===== src/bscc_pkg.sv =====
/*
  Shared constants and types for the bridge-sensor calibration block:
  register map, word layouts, reset values and timing counts.
  Assumes a single 100 MHz clock domain and an AXI4-Lite register bus.
*/
package bscc_pkg;

  // Calibration memory geometry
  localparam int unsigned CAL_WORDS      = 64;
  localparam int unsigned CAL_DATA_W     = 4;
  localparam int unsigned CAL_ADDR_W     = 6;

  // Calibration word indices (byte address is four times the index)
  localparam logic [5:0] IDX_T1_GAIN_LO   = 6'h00; // Words 0..2, low first
  localparam logic [5:0] IDX_OSC_TRIM     = 6'h03;
  localparam logic [5:0] IDX_COEF2_LO     = 6'h04; // Words 4..6
  localparam logic [5:0] IDX_SWAP_GAIN    = 6'h07;
  localparam logic [5:0] IDX_COEF1_LO     = 6'h08; // Words 8..10
  localparam logic [5:0] IDX_COEF0_LO     = 6'h0c; // Words 12..14
  localparam logic [5:0] IDX_T1_OFFS_LO   = 6'h10; // Words 16..18
  localparam logic [5:0] IDX_TSRC_OFFS    = 6'h17;
  localparam logic [5:0] IDX_TOFFS_UPPER  = 6'h1b;
  localparam logic [5:0] IDX_TAMP_TRIM    = 6'h1f;

  // Field positions inside the calibration words
  localparam int unsigned POS_INPUT_SWAP  = 0;
  localparam int unsigned POS_GAIN_STAGE1 = 1;
  localparam int unsigned POS_GAIN_STAGE2 = 2;
  localparam int unsigned POS_GAIN_STAGE3 = 3;
  localparam int unsigned POS_TEMP_SRC    = 0;

  // Extra block registers above the calibration words
  localparam logic [11:0] ADDR_STATUS     = 12'h100;
  localparam logic [11:0] ADDR_CHOP_DIV   = 12'h104;
  localparam int unsigned POS_ST_FAULT    = 16;
  localparam int unsigned POS_ST_PERR     = 17;

  // Reset values: erased word carries a valid odd parity
  localparam logic [4:0]  CAL_WORD_RESET  = 5'h10;
  localparam logic [15:0] CHOP_DIV_RESET  = 16'h0008;

  // AXI responses
  localparam logic [1:0]  RESP_OKAY       = 2'h0;
  localparam logic [1:0]  RESP_SLVERR     = 2'h2;

  // Polynomial precision
  localparam int unsigned ALU_W           = 12;
  localparam int unsigned FINE_W          = 10;

  // One stored calibration word
  typedef struct packed {
    logic                  parity;
    logic [CAL_DATA_W-1:0] data;
  } bscc_cal_word_t;

  // Decoded configuration codes
  typedef struct packed {
    logic [3:0] osc_trim;
    logic       temp_src;
    logic [2:0] amp_gain;
    logic [4:0] amp_offs;
    logic       swap;
    logic [2:0] coarse;
  } bscc_cfg_t;

endpackage


===== src/bscc_core.sv =====
/*
  Calibration memory, configuration decode and fine-span polynomial of a
  bridge-sensor conditioning device, with an AXI4-Lite register slave.
  Assumes temperature readings arrive synchronous to aclk with a valid
  strobe, and that the analog chain consumes the registered codes.
*/
// Decided for this implementation: the AXI4-Lite interface to the registers.
module bscc_core
  import bscc_pkg::*;
(
  input  wire logic              aclk,
  input  wire logic              aresetn,
  input  wire logic [11:0]       s_axi_awaddr,
  input  wire logic              s_axi_awvalid,
  output logic                   s_axi_awready,
  input  wire logic [31:0]       s_axi_wdata,
  input  wire logic [3:0]        s_axi_wstrb,
  input  wire logic              s_axi_wvalid,
  output logic                   s_axi_wready,
  output logic [1:0]             s_axi_bresp,
  output logic                   s_axi_bvalid,
  input  wire logic              s_axi_bready,
  input  wire logic [11:0]       s_axi_araddr,
  input  wire logic              s_axi_arvalid,
  output logic                   s_axi_arready,
  output logic [31:0]            s_axi_rdata,
  output logic [1:0]             s_axi_rresp,
  output logic                   s_axi_rvalid,
  input  wire logic              s_axi_rready,
  input  wire logic [9:0]        temp_reading,
  input  wire logic              temp_valid,
  output bscc_cfg_t              cfg_codes,
  output logic                   chop_ctrl,
  output logic [FINE_W-1:0]      fine_span_factor,
  output logic                   fault_band
);

  // Calibration memory and block state
  bscc_cal_word_t mem_q [CAL_WORDS];
  bscc_cal_word_t mem_d [CAL_WORDS];
  logic        aw_full_q, aw_full_d, w_full_q, w_full_d;
  logic [11:0] awaddr_q, awaddr_d;
  logic [31:0] wdata_q, wdata_d;
  logic        wstrb0_q, wstrb0_d;
  logic        bvalid_q, bvalid_d, rvalid_q, rvalid_d;
  logic        arready_q, arready_d;
  logic [1:0]  bresp_q, bresp_d, rresp_q, rresp_d;
  logic [31:0] rdata_q, rdata_d;
  logic        perr_q, perr_d;
  logic [15:0] chop_div_q, chop_div_d, chop_cnt_q, chop_cnt_d;
  logic        chop_phase_q, chop_phase_d, chop_out_q, chop_out_d;
  logic [10:0] temp_q, temp_d;
  logic [FINE_W-1:0] fine_q, fine_d;
  logic        fault_q, fault_d;
  bscc_cfg_t   cfg_q, cfg_d;

  logic        do_write, bad_parity, wr_map, rd_map;
  logic [5:0]  wr_idx, rd_idx;

  // Write completes once both address and data are held
  assign do_write   = aw_full_q && w_full_q && !bvalid_q;
  assign wr_idx     = awaddr_q[7:2];
  assign rd_idx     = s_axi_araddr[7:2];
  assign wr_map     = (awaddr_q[11:8] == 4'h0) || (awaddr_q == ADDR_STATUS)
                      || (awaddr_q == ADDR_CHOP_DIV);
  assign rd_map     = (s_axi_araddr[11:8] == 4'h0)
                      || (s_axi_araddr == ADDR_STATUS)
                      || (s_axi_araddr == ADDR_CHOP_DIV);
  // Odd parity holds when the XOR of all five bits is one
  assign bad_parity = ~^wdata_q[4:0];

  // AXI write channels, taken in either order
  always_comb
  begin
    aw_full_d = aw_full_q;
    w_full_d  = w_full_q;
    awaddr_d  = awaddr_q;
    wdata_d   = wdata_q;
    wstrb0_d  = wstrb0_q;
    bvalid_d  = bvalid_q;
    bresp_d   = bresp_q;
    if (s_axi_awvalid && !aw_full_q)
    begin
      aw_full_d = 1'b1;
      awaddr_d  = s_axi_awaddr;
    end
    if (s_axi_wvalid && !w_full_q)
    begin
      w_full_d = 1'b1;
      wdata_d  = s_axi_wdata;
      wstrb0_d = s_axi_wstrb[0];
    end
    if (do_write)
    begin
      aw_full_d = 1'b0;
      w_full_d  = 1'b0;
      bvalid_d  = 1'b1;
      bresp_d   = wr_map ? RESP_OKAY : RESP_SLVERR;
    end
    else if (bvalid_q && s_axi_bready)
      bvalid_d = 1'b0;
  end

  // Memory, parity flag and divider setting updated by writes
  always_comb
  begin
    mem_d      = mem_q;
    perr_d     = perr_q;
    chop_div_d = chop_div_q;
    if (do_write && wstrb0_q)
    begin
      if (awaddr_q[11:8] == 4'h0)
      begin
        // Word stored as written; a wrong parity is flagged, not refused
        mem_d[wr_idx] = bscc_cal_word_t'(wdata_q[4:0]);
      end
      else if (awaddr_q == ADDR_STATUS && wdata_q[POS_ST_PERR])
        perr_d = 1'b0;
      else if (awaddr_q == ADDR_CHOP_DIV)
        chop_div_d = wdata_q[15:0];
    end
    // A parity error in the same write beats the clear
    if (do_write && wstrb0_q && awaddr_q[11:8] == 4'h0 && bad_parity)
      perr_d = 1'b1;
  end

  // AXI read channel: one read at a time, data held until rready
  always_comb
  begin
    arready_d = arready_q;
    rvalid_d  = rvalid_q;
    rdata_d   = rdata_q;
    rresp_d   = rresp_q;
    if (s_axi_arvalid && arready_q)
    begin
      arready_d = 1'b0;
      rvalid_d  = 1'b1;
      rresp_d   = rd_map ? RESP_OKAY : RESP_SLVERR;
      rdata_d   = 32'h0000_0000;
      if (s_axi_araddr[11:8] == 4'h0)
        rdata_d[4:0] = mem_q[rd_idx];
      else if (s_axi_araddr == ADDR_STATUS)
      begin
        rdata_d[FINE_W-1:0]   = fine_q;
        rdata_d[POS_ST_FAULT] = fault_q;
        rdata_d[POS_ST_PERR]  = perr_q;
      end
      else if (s_axi_araddr == ADDR_CHOP_DIV)
        rdata_d[15:0] = chop_div_q;
    end
    else if (rvalid_q && s_axi_rready)
    begin
      rvalid_d  = 1'b0;
      arready_d = 1'b1;
    end
  end

  // Configuration decode from the memory words
  always_comb
  begin
    cfg_d          = cfg_q;
    cfg_d.osc_trim = mem_q[IDX_OSC_TRIM].data;
    cfg_d.temp_src = mem_q[IDX_TSRC_OFFS].data[POS_TEMP_SRC];
    cfg_d.amp_gain = mem_q[IDX_TAMP_TRIM].data[2:0];
    // Offset low three bits share word 23 with the source select
    cfg_d.amp_offs = {mem_q[IDX_TOFFS_UPPER].data[1:0],
                      mem_q[IDX_TSRC_OFFS].data[3:1]};
    cfg_d.swap     = mem_q[IDX_SWAP_GAIN].data[POS_INPUT_SWAP];
    // Bit order stage3..stage1; zero is the lower gain of each stage
    cfg_d.coarse   = {mem_q[IDX_SWAP_GAIN].data[POS_GAIN_STAGE3],
                      mem_q[IDX_SWAP_GAIN].data[POS_GAIN_STAGE2],
                      mem_q[IDX_SWAP_GAIN].data[POS_GAIN_STAGE1]};
  end

  // Chopping divider; the swap inverts the phase, a half-period shift
  always_comb
  begin
    chop_cnt_d   = chop_cnt_q + 16'h0001;
    chop_phase_d = chop_phase_q;
    if (chop_cnt_q + 16'h0001 >= chop_div_q)
    begin
      chop_cnt_d   = 16'h0000;
      chop_phase_d = !chop_phase_q;
    end
    chop_out_d = chop_phase_q ^ cfg_q.swap;
  end

  // Fine-span polynomial in units of 2^-12
  logic        [11:0] t1_span;
  logic signed [11:0] coef1, coef2, delta_t;
  logic        [9:0]  coef0;
  logic signed [23:0] prod1, dt_sq;
  logic signed [24:0] prod2;
  logic signed [12:0] dt_sq_s;
  logic signed [17:0] term0, term1, term2, poly_sum;

  // The span copy of the room reference; the offset copy sits at 16..18
  assign t1_span  = {mem_q[IDX_T1_GAIN_LO + 6'h02].data,
                     mem_q[IDX_T1_GAIN_LO + 6'h01].data,
                     mem_q[IDX_T1_GAIN_LO].data};
  assign coef1    = {mem_q[IDX_COEF1_LO + 6'h02].data,
                     mem_q[IDX_COEF1_LO + 6'h01].data,
                     mem_q[IDX_COEF1_LO].data};
  assign coef2    = {mem_q[IDX_COEF2_LO + 6'h02].data,
                     mem_q[IDX_COEF2_LO + 6'h01].data,
                     mem_q[IDX_COEF2_LO].data};
  // Only the ten low bits of the zero-order coefficient are used
  assign coef0    = {mem_q[IDX_COEF0_LO + 6'h02].data[1:0],
                     mem_q[IDX_COEF0_LO + 6'h01].data,
                     mem_q[IDX_COEF0_LO].data};
  assign delta_t  = $signed({1'b0, temp_q}) - $signed(t1_span);
  assign prod1    = coef1 * delta_t;
  assign dt_sq    = delta_t * delta_t;
  assign dt_sq_s  = $signed({1'b0, dt_sq[22:11]});
  assign prod2    = coef2 * dt_sq_s;
  assign term0    = $signed({6'h00, coef0, 2'b00});
  assign term1    = 18'(prod1 >>> 9);
  assign term2    = 18'(prod2 >>> 9);
  assign poly_sum = term0 + term1 + term2;

  // Latch readings and register the truncated result in each cycle without a fault
  always_comb
  begin
    temp_d  = temp_valid ? {temp_reading, 1'b0} : temp_q;
    // Out of range shows as negative or a carry above the fraction
    fault_d = poly_sum[17] || (poly_sum[16:12] != 5'h00);
    // Last good code is kept while the fault band is driven
    fine_d  = fault_d ? fine_q : poly_sum[11:2];
  end

  // State registers, synchronous active-low reset
  always_ff @(posedge aclk)
  begin
    if (!aresetn)
    begin
      for (int i = 0; i < CAL_WORDS; i++)
        mem_q[i] <= bscc_cal_word_t'(CAL_WORD_RESET);
      aw_full_q    <= 1'b0;
      w_full_q     <= 1'b0;
      awaddr_q     <= 12'h000;
      wdata_q      <= 32'h0000_0000;
      wstrb0_q     <= 1'b0;
      bvalid_q     <= 1'b0;
      bresp_q      <= RESP_OKAY;
      arready_q    <= 1'b1;
      rvalid_q     <= 1'b0;
      rdata_q      <= 32'h0000_0000;
      rresp_q      <= RESP_OKAY;
      perr_q       <= 1'b0;
      chop_div_q   <= CHOP_DIV_RESET;
      chop_cnt_q   <= 16'h0000;
      chop_phase_q <= 1'b0;
      chop_out_q   <= 1'b0;
      temp_q       <= 11'h000;
      fine_q       <= 10'h000;
      fault_q      <= 1'b0;
      cfg_q        <= '0;
    end
    else
    begin
      mem_q        <= mem_d;
      aw_full_q    <= aw_full_d;
      w_full_q     <= w_full_d;
      awaddr_q     <= awaddr_d;
      wdata_q      <= wdata_d;
      wstrb0_q     <= wstrb0_d;
      bvalid_q     <= bvalid_d;
      bresp_q      <= bresp_d;
      arready_q    <= arready_d;
      rvalid_q     <= rvalid_d;
      rdata_q      <= rdata_d;
      rresp_q      <= rresp_d;
      perr_q       <= perr_d;
      chop_div_q   <= chop_div_d;
      chop_cnt_q   <= chop_cnt_d;
      chop_phase_q <= chop_phase_d;
      chop_out_q   <= chop_out_d;
      temp_q       <= temp_d;
      fine_q       <= fine_d;
      fault_q      <= fault_d;
      cfg_q        <= cfg_d;
    end
  end

  // Ports come straight from flip-flops; ready is the inverse of held
  assign s_axi_awready    = !aw_full_q;
  assign s_axi_wready     = !w_full_q;
  assign s_axi_bvalid     = bvalid_q;
  assign s_axi_bresp      = bresp_q;
  assign s_axi_arready    = arready_q;
  assign s_axi_rvalid     = rvalid_q;
  assign s_axi_rdata      = rdata_q;
  assign s_axi_rresp      = rresp_q;
  assign cfg_codes        = cfg_q;
  assign chop_ctrl        = chop_out_q;
  assign fine_span_factor = fine_q;
  assign fault_band       = fault_q;
endmodule // bscc_core


===== config.mk =====
export PLATFORM = sky130hd
export DESIGN_NAME = bscc_core
export DESIGN_NICKNAME = d
export VERILOG_FILES = /design/src/bscc_pkg.sv /design/src/bscc_core.sv
export SDC_FILE = /design/constraint.sdc
export NUM_CORES = 2
export LEC_CHECK = 0
export ABC_AREA = 1
export BUFFER_PORTS_ARGS = -buffer_cell sky130_fd_sc_hd__buf_2
export CORE_ASPECT_RATIO = 0.8
export CORE_MARGIN = 1
export CORE_UTILIZATION = 30
export CTS_CLUSTER_SIZE = 10
export DETAILED_ROUTE_END_ITERATION = 8
export PLACE_DENSITY_LB_ADDON = 0.25
export RECOVER_POWER = 100
export SYNTH_ARGS = -nofsm -noshare
export SYNTH_HDL_FRONTEND = slang
export SYNTH_SLANG_ARGS = --single-unit

===== constraint.sdc =====
create_clock -name aclk -period 18.9 [get_ports aclk]
set_input_delay 3.78 -clock aclk [delete_from_list [all_inputs] [get_ports aclk]]
set_output_delay 3.78 -clock aclk [all_outputs]
set_load 0.01 [all_outputs]

==> Word level (Yosys, flattened, before mapping) <==
Index checks and enable logic that the tools add are counted.
{ "word_totals": {"regBits": 451, "inputBits": 78, "output_inout_bits": 70, "elab_cells": 233} }
{ "classes": {"addsub": 4, "mul": 3, "n_lt_le_gt_ge": 4, "eq_ne": 5, "n_mux": 24, "n_bitwise": 6, "reduce_logical": 34} }
{ "ops": {"columns": ["cell", "count"], "rows": [
  ["$bwmux W320", 1],
  ["$eq A12 B9 Y1 const B", 4],
  ["$bmux W5 S6", 1],
  ["$demux W5 S6", 1],
  ["$mul A12 B13 Y25", 1],
  ["$mul A12 B12 Y24", 1],
  ["$mul A12 B12 Y23", 1],
  ["$mux W5", 4],
  ["$add A16 B16 Y17", 1],
  ["$add A13 B15 Y16", 1],
  ["$add A16 B1 Y16 const B", 1],
  ["$ge A16 B16 Y1", 1],
  ["$mux W16", 1],
  ["$ge A7 B7 Y1 const B", 2],
  ["$not A6 Y7", 2],
  ["$mux W13", 1],
  ["$logic_and A1 B1 Y1", 12],
  ["$sub A12 B12 Y12", 1],
  ["$mux W1", 10],
  ["$mux W10", 1],
  ["$logic_not A4 Y1", 2],
  ["$reduce_bool A2 Y1", 4],
  ["$lt A7 B1 Y1 const B", 1],
  ["$mux W2", 3],
  ["12 further kinds", 22]
]} }

==> Logic depth before layout (Yosys ltp) <==
{ "logic_depth": {"word_depth": 7, "mapped_depth": 80, "mapped_depth_nobuf": 78} }

==> Worst setup path before layout <==
No wires, ideal clock.
{ "synth_path": {"kind": "register -> register", "startpoint": "register mem_q[315] (netlist name)", "endpoint": "register fine_q[2], in the netlist fine_span_factor[2]", "setup_ns": 0.114, "arrival_time_ns": 12.425, "t_required_ns": 18.786, "setup_slack_ns": 6.362, "stages_incl_launch_ff": 69, "path_buffers": 2, "period_less_slack_ns": 12.538, "cell_sequence": "dfxtp_1 -> inv_1 -> clkbuf_1 -> fa_1 -> a21oi_1 -> nor2_1 -> o21ai_0 -> nand2_1 -> nand2_1 -> nand2_1 -> a21o_1 -> or2_2 -> nand2_1 -> buf_2 -> nor2_1 -> fa_1 -> fa_1 -> inv_1 -> [33 not listed] -> o21ai_0 -> nand2_1 -> o21ai_0 -> xnor2_1 -> fa_1 -> inv_1 -> ha_1 -> nand2_1 -> nor2_1 -> nand3_1 -> o21ai_0 -> nand2_1 -> nand3_1 -> nand2_1 -> nor2_1 -> nand2_1 -> nand3_1 -> nand2_1"} }
{ "synth_between": {"elab_chain_len": 6, "elab_cells_between_ends": 8, "cone_classes": "add/sub: 3; mul: 3; reduce/logical: 2"} }
{ "synth_rtl": {"columns": ["element", "line_no", "text"], "rows": [
  ["start: declaration", "bscc_core.sv:39", "bscc_cal_word_t mem_q [CAL_WORDS];"],
  ["start signal: indexed assignment", "bscc_core.sv:237", "mem_q[i] <= bscc_cal_word_t'(CAL_WORD_RESET);"],
  ["start signal: assignment", "bscc_core.sv:261", "mem_q <= mem_d;"],
  ["$sub A12 B12 Y12 (*)", "bscc_core.sv:211", "assign delta_t = $signed({1'b0, temp_q}) - $signed(t1_span);"],
  ["$mul A12 B12 Y23 or $mul A12 B12 Y24 (tied branches)", "bscc_core.sv:213, bscc_core.sv:212", null],
  ["$mul A12 B13 Y25 or $add A13 B15 Y16 (tied branches)", "bscc_core.sv:215, bscc_core.sv:219", null],
  ["$add A16 B16 Y17 (*)", "bscc_core.sv:219", "assign poly_sum = term0 + term1 + term2;"],
  ["$reduce_bool A5 Y1", "bscc_core.sv:226", "fault_d = poly_sum[17] || (poly_sum[16:12] != 5'h00);"],
  ["$logic_or A1 B1 Y1", "bscc_core.sv:226", null],
  ["end signal: assignment", "bscc_core.sv:279", "fine_q <= fine_d;"],
  ["end: declaration", "bscc_core.sv:53", "logic [FINE_W-1:0] fine_q, fine_d;"]
]} }
Mark *: on every way between the ends. The rest lies on a longest branch, timed or not.
A chain may end at the register's enable or synchronous reset.

==> Final worst setup path <==
Ends and elaborated chain as after synthesis.

==> flow_metrics.env <==
export IMPL_postSynthCellCount=4470
export IMPL_final_period_utilization_pct=86.69
export IMPL_clkPwrFrac_pct=19.3
export IMPL_cts_buffers=54
export IMPL_clock_tree_root_cell="sky130_fd_sc_hd__clkbuf_16"
export IMPL_antenna_diode_instance_count=0
export IMPL_crit_arrival_ns=16.93
export IMPL_timing_final_hold_violations=0
export IMPL_max_freq_ghz=0.06103
export IMPL_critPathCaptureType="register"
export IMPL_drc=2
export IMPL_syn_avg_cell_area_um2=7.808
export IMPL_routabilityCongestion=0.8772
export IMPL_tightestPinTransition_ns=8.864
export IMPL_setup_total_negative_slack_ns=0
export IMPL_critical_path_most_common_cell="sky130_fd_sc_hd__nand2_1"
export IMPL_synth_ff_latch_count=448
export IMPL_final_layout_size_suffix_gt1_share_pct=5.084
export IMPL_count_of_standard_cell_rows=111
export IMPL_final_non_filler_cell_area_um2=38290
export IMPL_worst_setup_hold_path_clk_slew_ns=0.06
export IMPL_dr_total_vias=29182
export IMPL_placed_area_um2=36810
export IMPL_synth_top_cells_by_area="sky130_fd_sc_hd__dfxtp_1, sky130_fd_sc_hd__fa_1, sky130_fd_sc_hd__inv_1"
export IMPL_dpl_cell_count=5933
export IMPL_wl_per_cell_um=17.82
export IMPL_cp_max_fo=16
export IMPL_wirelength_mm=107.1
export IMPL_power_leakage_uw=0.01684
export IMPL_critPathSlowestCell="sky130_fd_sc_hd__dfxtp_1"
export IMPL_cellPowerDensity_nw_per_um2=132.3
export IMPL_vias_per_cell=4.856
export IMPL_synth_yosys_warnings=0
export IMPL_dr_first_iter_drc_count=2313
export IMPL_timing_max_slew_rel_slack_pct=-490.9
export IMPL_yosys_top_cells_count="sky130_fd_sc_hd__inv_1, sky130_fd_sc_hd__nand2_1, sky130_fd_sc_hd__a21oi_1"
export IMPL_area_sequential_um2=8974
export IMPL_detailed_place_hpwl_mm=77.14
export IMPL_post_syn_area_um2=34900
export IMPL_cell_internal_pwr_uw=2292
export IMPL_power_net_switching_uw=2772
export IMPL_synth_top_area_share_pct=25.70
export IMPL_share_seq_of_total_power_pct=19.1
export IMPL_flow_area_growth_from_synthesis_pct=9.701
export IMPL_cts_hold_repair_buffers=0
export IMPL_status="finished, violations left"
export IMPL_detail_route_first_pass_iterations=8
export IMPL_cts_path_max_buffers=3
export IMPL_yosysSeqAreaShare_pct=25.70
export IMPL_grt_overflow=0
export IMPL_grt_start_max_net_pins=219
export IMPL_setup_viol=0
export IMPL_floorplan_initialDensity_pct=30.35
export IMPL_synthFlopType="sky130_fd_sc_hd__dfxtp_1"
export IMPL_slowest_delay_ns=0.75
export IMPL_die_w_um=383.3
export IMPL_timing_final_crit_period_ns=16.38
export IMPL_clock_latency_ns=0.68
export IMPL_core_region_area_um2=115000
export IMPL_grt_total_usage_pct=18.21
export IMPL_critical_path_class="register to register"
export IMPL_postSynth_asyncResetShare_pct=0
export IMPL_antenna_violating_nets_post_route=0
export IMPL_cts_repair_timing_setup_buffer_count=0
export IMPL_power_share_switching_pct=54.75
export IMPL_num_io_pins=148
export IMPL_fin_worst_skew_ns=0.06566
export IMPL_critPathLaunchType="register"
export IMPL_synth_cell_type_count=48
export IMPL_power_combinational_fraction_pct=61.6
export IMPL_drv_cap=6
export IMPL_vertical_die_dimension_um=307.1
export IMPL_grt_pass1_wl_mm=168.0
export IMPL_rsz0062_at_grt="no"
export IMPL_floorplan_die_area_um2=117700
export IMPL_multi_input_gate_area_in_the_final_layout_um2=21780
export IMPL_required_ns=19.44
export IMPL_min_path_type="register to register"
export IMPL_tritoncts="built"
export IMPL_post_synth_top_count_cell="sky130_fd_sc_hd__inv_1"
export IMPL_cts_resized=0
export IMPL_final_instance_count_without_filler_cells=6010
export IMPL_worst_ir_drop_vdd_mv=0.3324
export IMPL_synth_enable_flop_cells=0
export IMPL_htree_num_levels=2
export IMPL_filler_cell_count=12352
export IMPL_grt_pass1_vias=28403
export IMPL_synth_top_cell_by_area="sky130_fd_sc_hd__dfxtp_1"
export IMPL_violations="design-rule violations, max-capacitance violations, max-slew violations"
export IMPL_cts_sinks=448
export IMPL_final_net_count=5122
export IMPL_slew_viol_final=555
export IMPL_antenna_found_initial=1
export IMPL_port_buffers=113
power by group through the flow:
stage / registers (µW) / logic [µW] / clock network [µW]
4_1_cts: 967 / 3080 / 1000
5_1_grt: 968 / 3410 / 1040
6_report: 967 / 3120 / 976
3_3_place_gp: 988 / 3060 / 0
2_1_floorplan: 983 / 1980 / 0
3_5_place_dp: 988 / 3070 / 0
sequential cells by signal, indices dropped and copies added, names as in the netlist, 10 cells and up:
| signal | cells |
|---|---|
| mem_q | 269 |
| s_axi_rdata | 18 |
| cfg_codes | 17 |
| cfg_d | 17 |
| wdata_q | 17 |
| chop_cnt_q | 16 |
| chop_div_q | 16 |
| awaddr_q | 12 |
| coef1 | 12 |
| coef2 | 12 |
| coef0 | 10 |
| fine_span_factor | 10 |
| temp_q | 10 |
final timing paths:
path | to | from | slack (ns) | cells past startpoint
setup reg to reg | fine_span_factor[2] | mem_q[315] | 2.52 | 60
setup / recovery | fine_span_factor[2] | mem_q[315] | 2.52 | 60
hold reg to reg | mem_q[220] | mem_q[220] | 0.44 | 2
hold / removal | mem_q[220] | mem_q[220] | 0.44 | 2
cells in the final DEF, fill, tap and decap left out, types with 7 or more instances in the layout:
cell type,count
sky130_fd_sc_hd__inv_1,874
sky130_fd_sc_hd__nand2_1,501
sky130_fd_sc_hd__a21oi_1,449
sky130_fd_sc_hd__o21ai_0,448
sky130_fd_sc_hd__dfxtp_1,444
sky130_fd_sc_hd__nor2_1,364
sky130_fd_sc_hd__fa_1,363
sky130_fd_sc_hd__ha_1,217
sky130_fd_sc_hd__nand3_1,154
sky130_fd_sc_hd__o211ai_1,83
sky130_fd_sc_hd__clkbuf_1,69
sky130_fd_sc_hd__o221ai_1,61
sky130_fd_sc_hd__buf_2,57
sky130_fd_sc_hd__clkbuf_16,54
sky130_fd_sc_hd__nand2_2,41
sky130_fd_sc_hd__xor2_1,39
sky130_fd_sc_hd__xnor2_1,35
sky130_fd_sc_hd__nor3_1,26
sky130_fd_sc_hd__o2111ai_1,24
sky130_fd_sc_hd__buf_4,21
sky130_fd_sc_hd__conb_1,16
sky130_fd_sc_hd__clkinv_1,15
sky130_fd_sc_hd__or2_2,13
sky130_fd_sc_hd__a31oi_1,12
sky130_fd_sc_hd__nand4_1,12
sky130_fd_sc_hd__inv_2,8
sky130_fd_sc_hd__nor4_1,7
sky130_fd_sc_hd__o22ai_1,7
per-layer routing:
| metal | track usage (%) | wire length (µm) | vias to the layer above |
|---|---|---|---|
| met5 | 0 | 0 | - |
| met4 | 3.224 | 1494 | 0 |
| met3 | 2.852 | 6177 | 83 |
| met2 | 27.89 | 45950 | 652 |
| met1 | 26.99 | 53480 | 14201 |
| li1 | - | - | 14246 |
kinds of logic (layout without fill, tap and decap cells):
group | after synthesis | in the layout | share of synthesized area (%)
AND/OR/NAND/NOR | 1140 | 1140 | 13.87
buffers and inverters | 1113 | 1113 | 12.16
AO/OA/AOI/OAI | 1112 | 1112 | 17.75
adder cells (fa/ha/maj) | 580 | 580 | 28.60
flip-flops | 448 | 448 | 25.70
XOR/XNOR | 74 | 74 | 1.857
multiplexers | 2 | 2 | 0.05736
other | 1 | 16 | 0.01075
stage by stage:
stage | setup slack [ns] | hold slack, ns | utilization (%) | power [µW]
floorplan | 6.362 | 0.4071 | - | 2958
global placement | 2.756 | 0.4252 | 32.01 | 4052
detailed placement | 2.787 | 0.4225 | 32.01 | 4057
CTS | 2.731 | 0.4423 | 33.39 | 5046
global route | 1.290 | 0.4561 | 33.29 | 5422
finish | 2.515 | 0.4402 | 33.29 | 5064
worst max-delay path, delay by kind of cell (launching register included):
kind	cells	cell delay, ns
buf+inv	9	1.64
xor+xnor	2	0.83
flops	1	0.75
compound gates	7	1.91
simple gates	27	4.16
fa+ha+maj	15	6.99
area by class of cell:
class	instances	area share, %
flip-flops and latches	448	23.44
repair buffers	137	1.735
clock inverters	8	0.3235
well taps	1525	4.984
clock buffers	69	3.807
inverters	899	8.821
multi-input cells	2924	56.89
(Power assumes the default switching activity.)
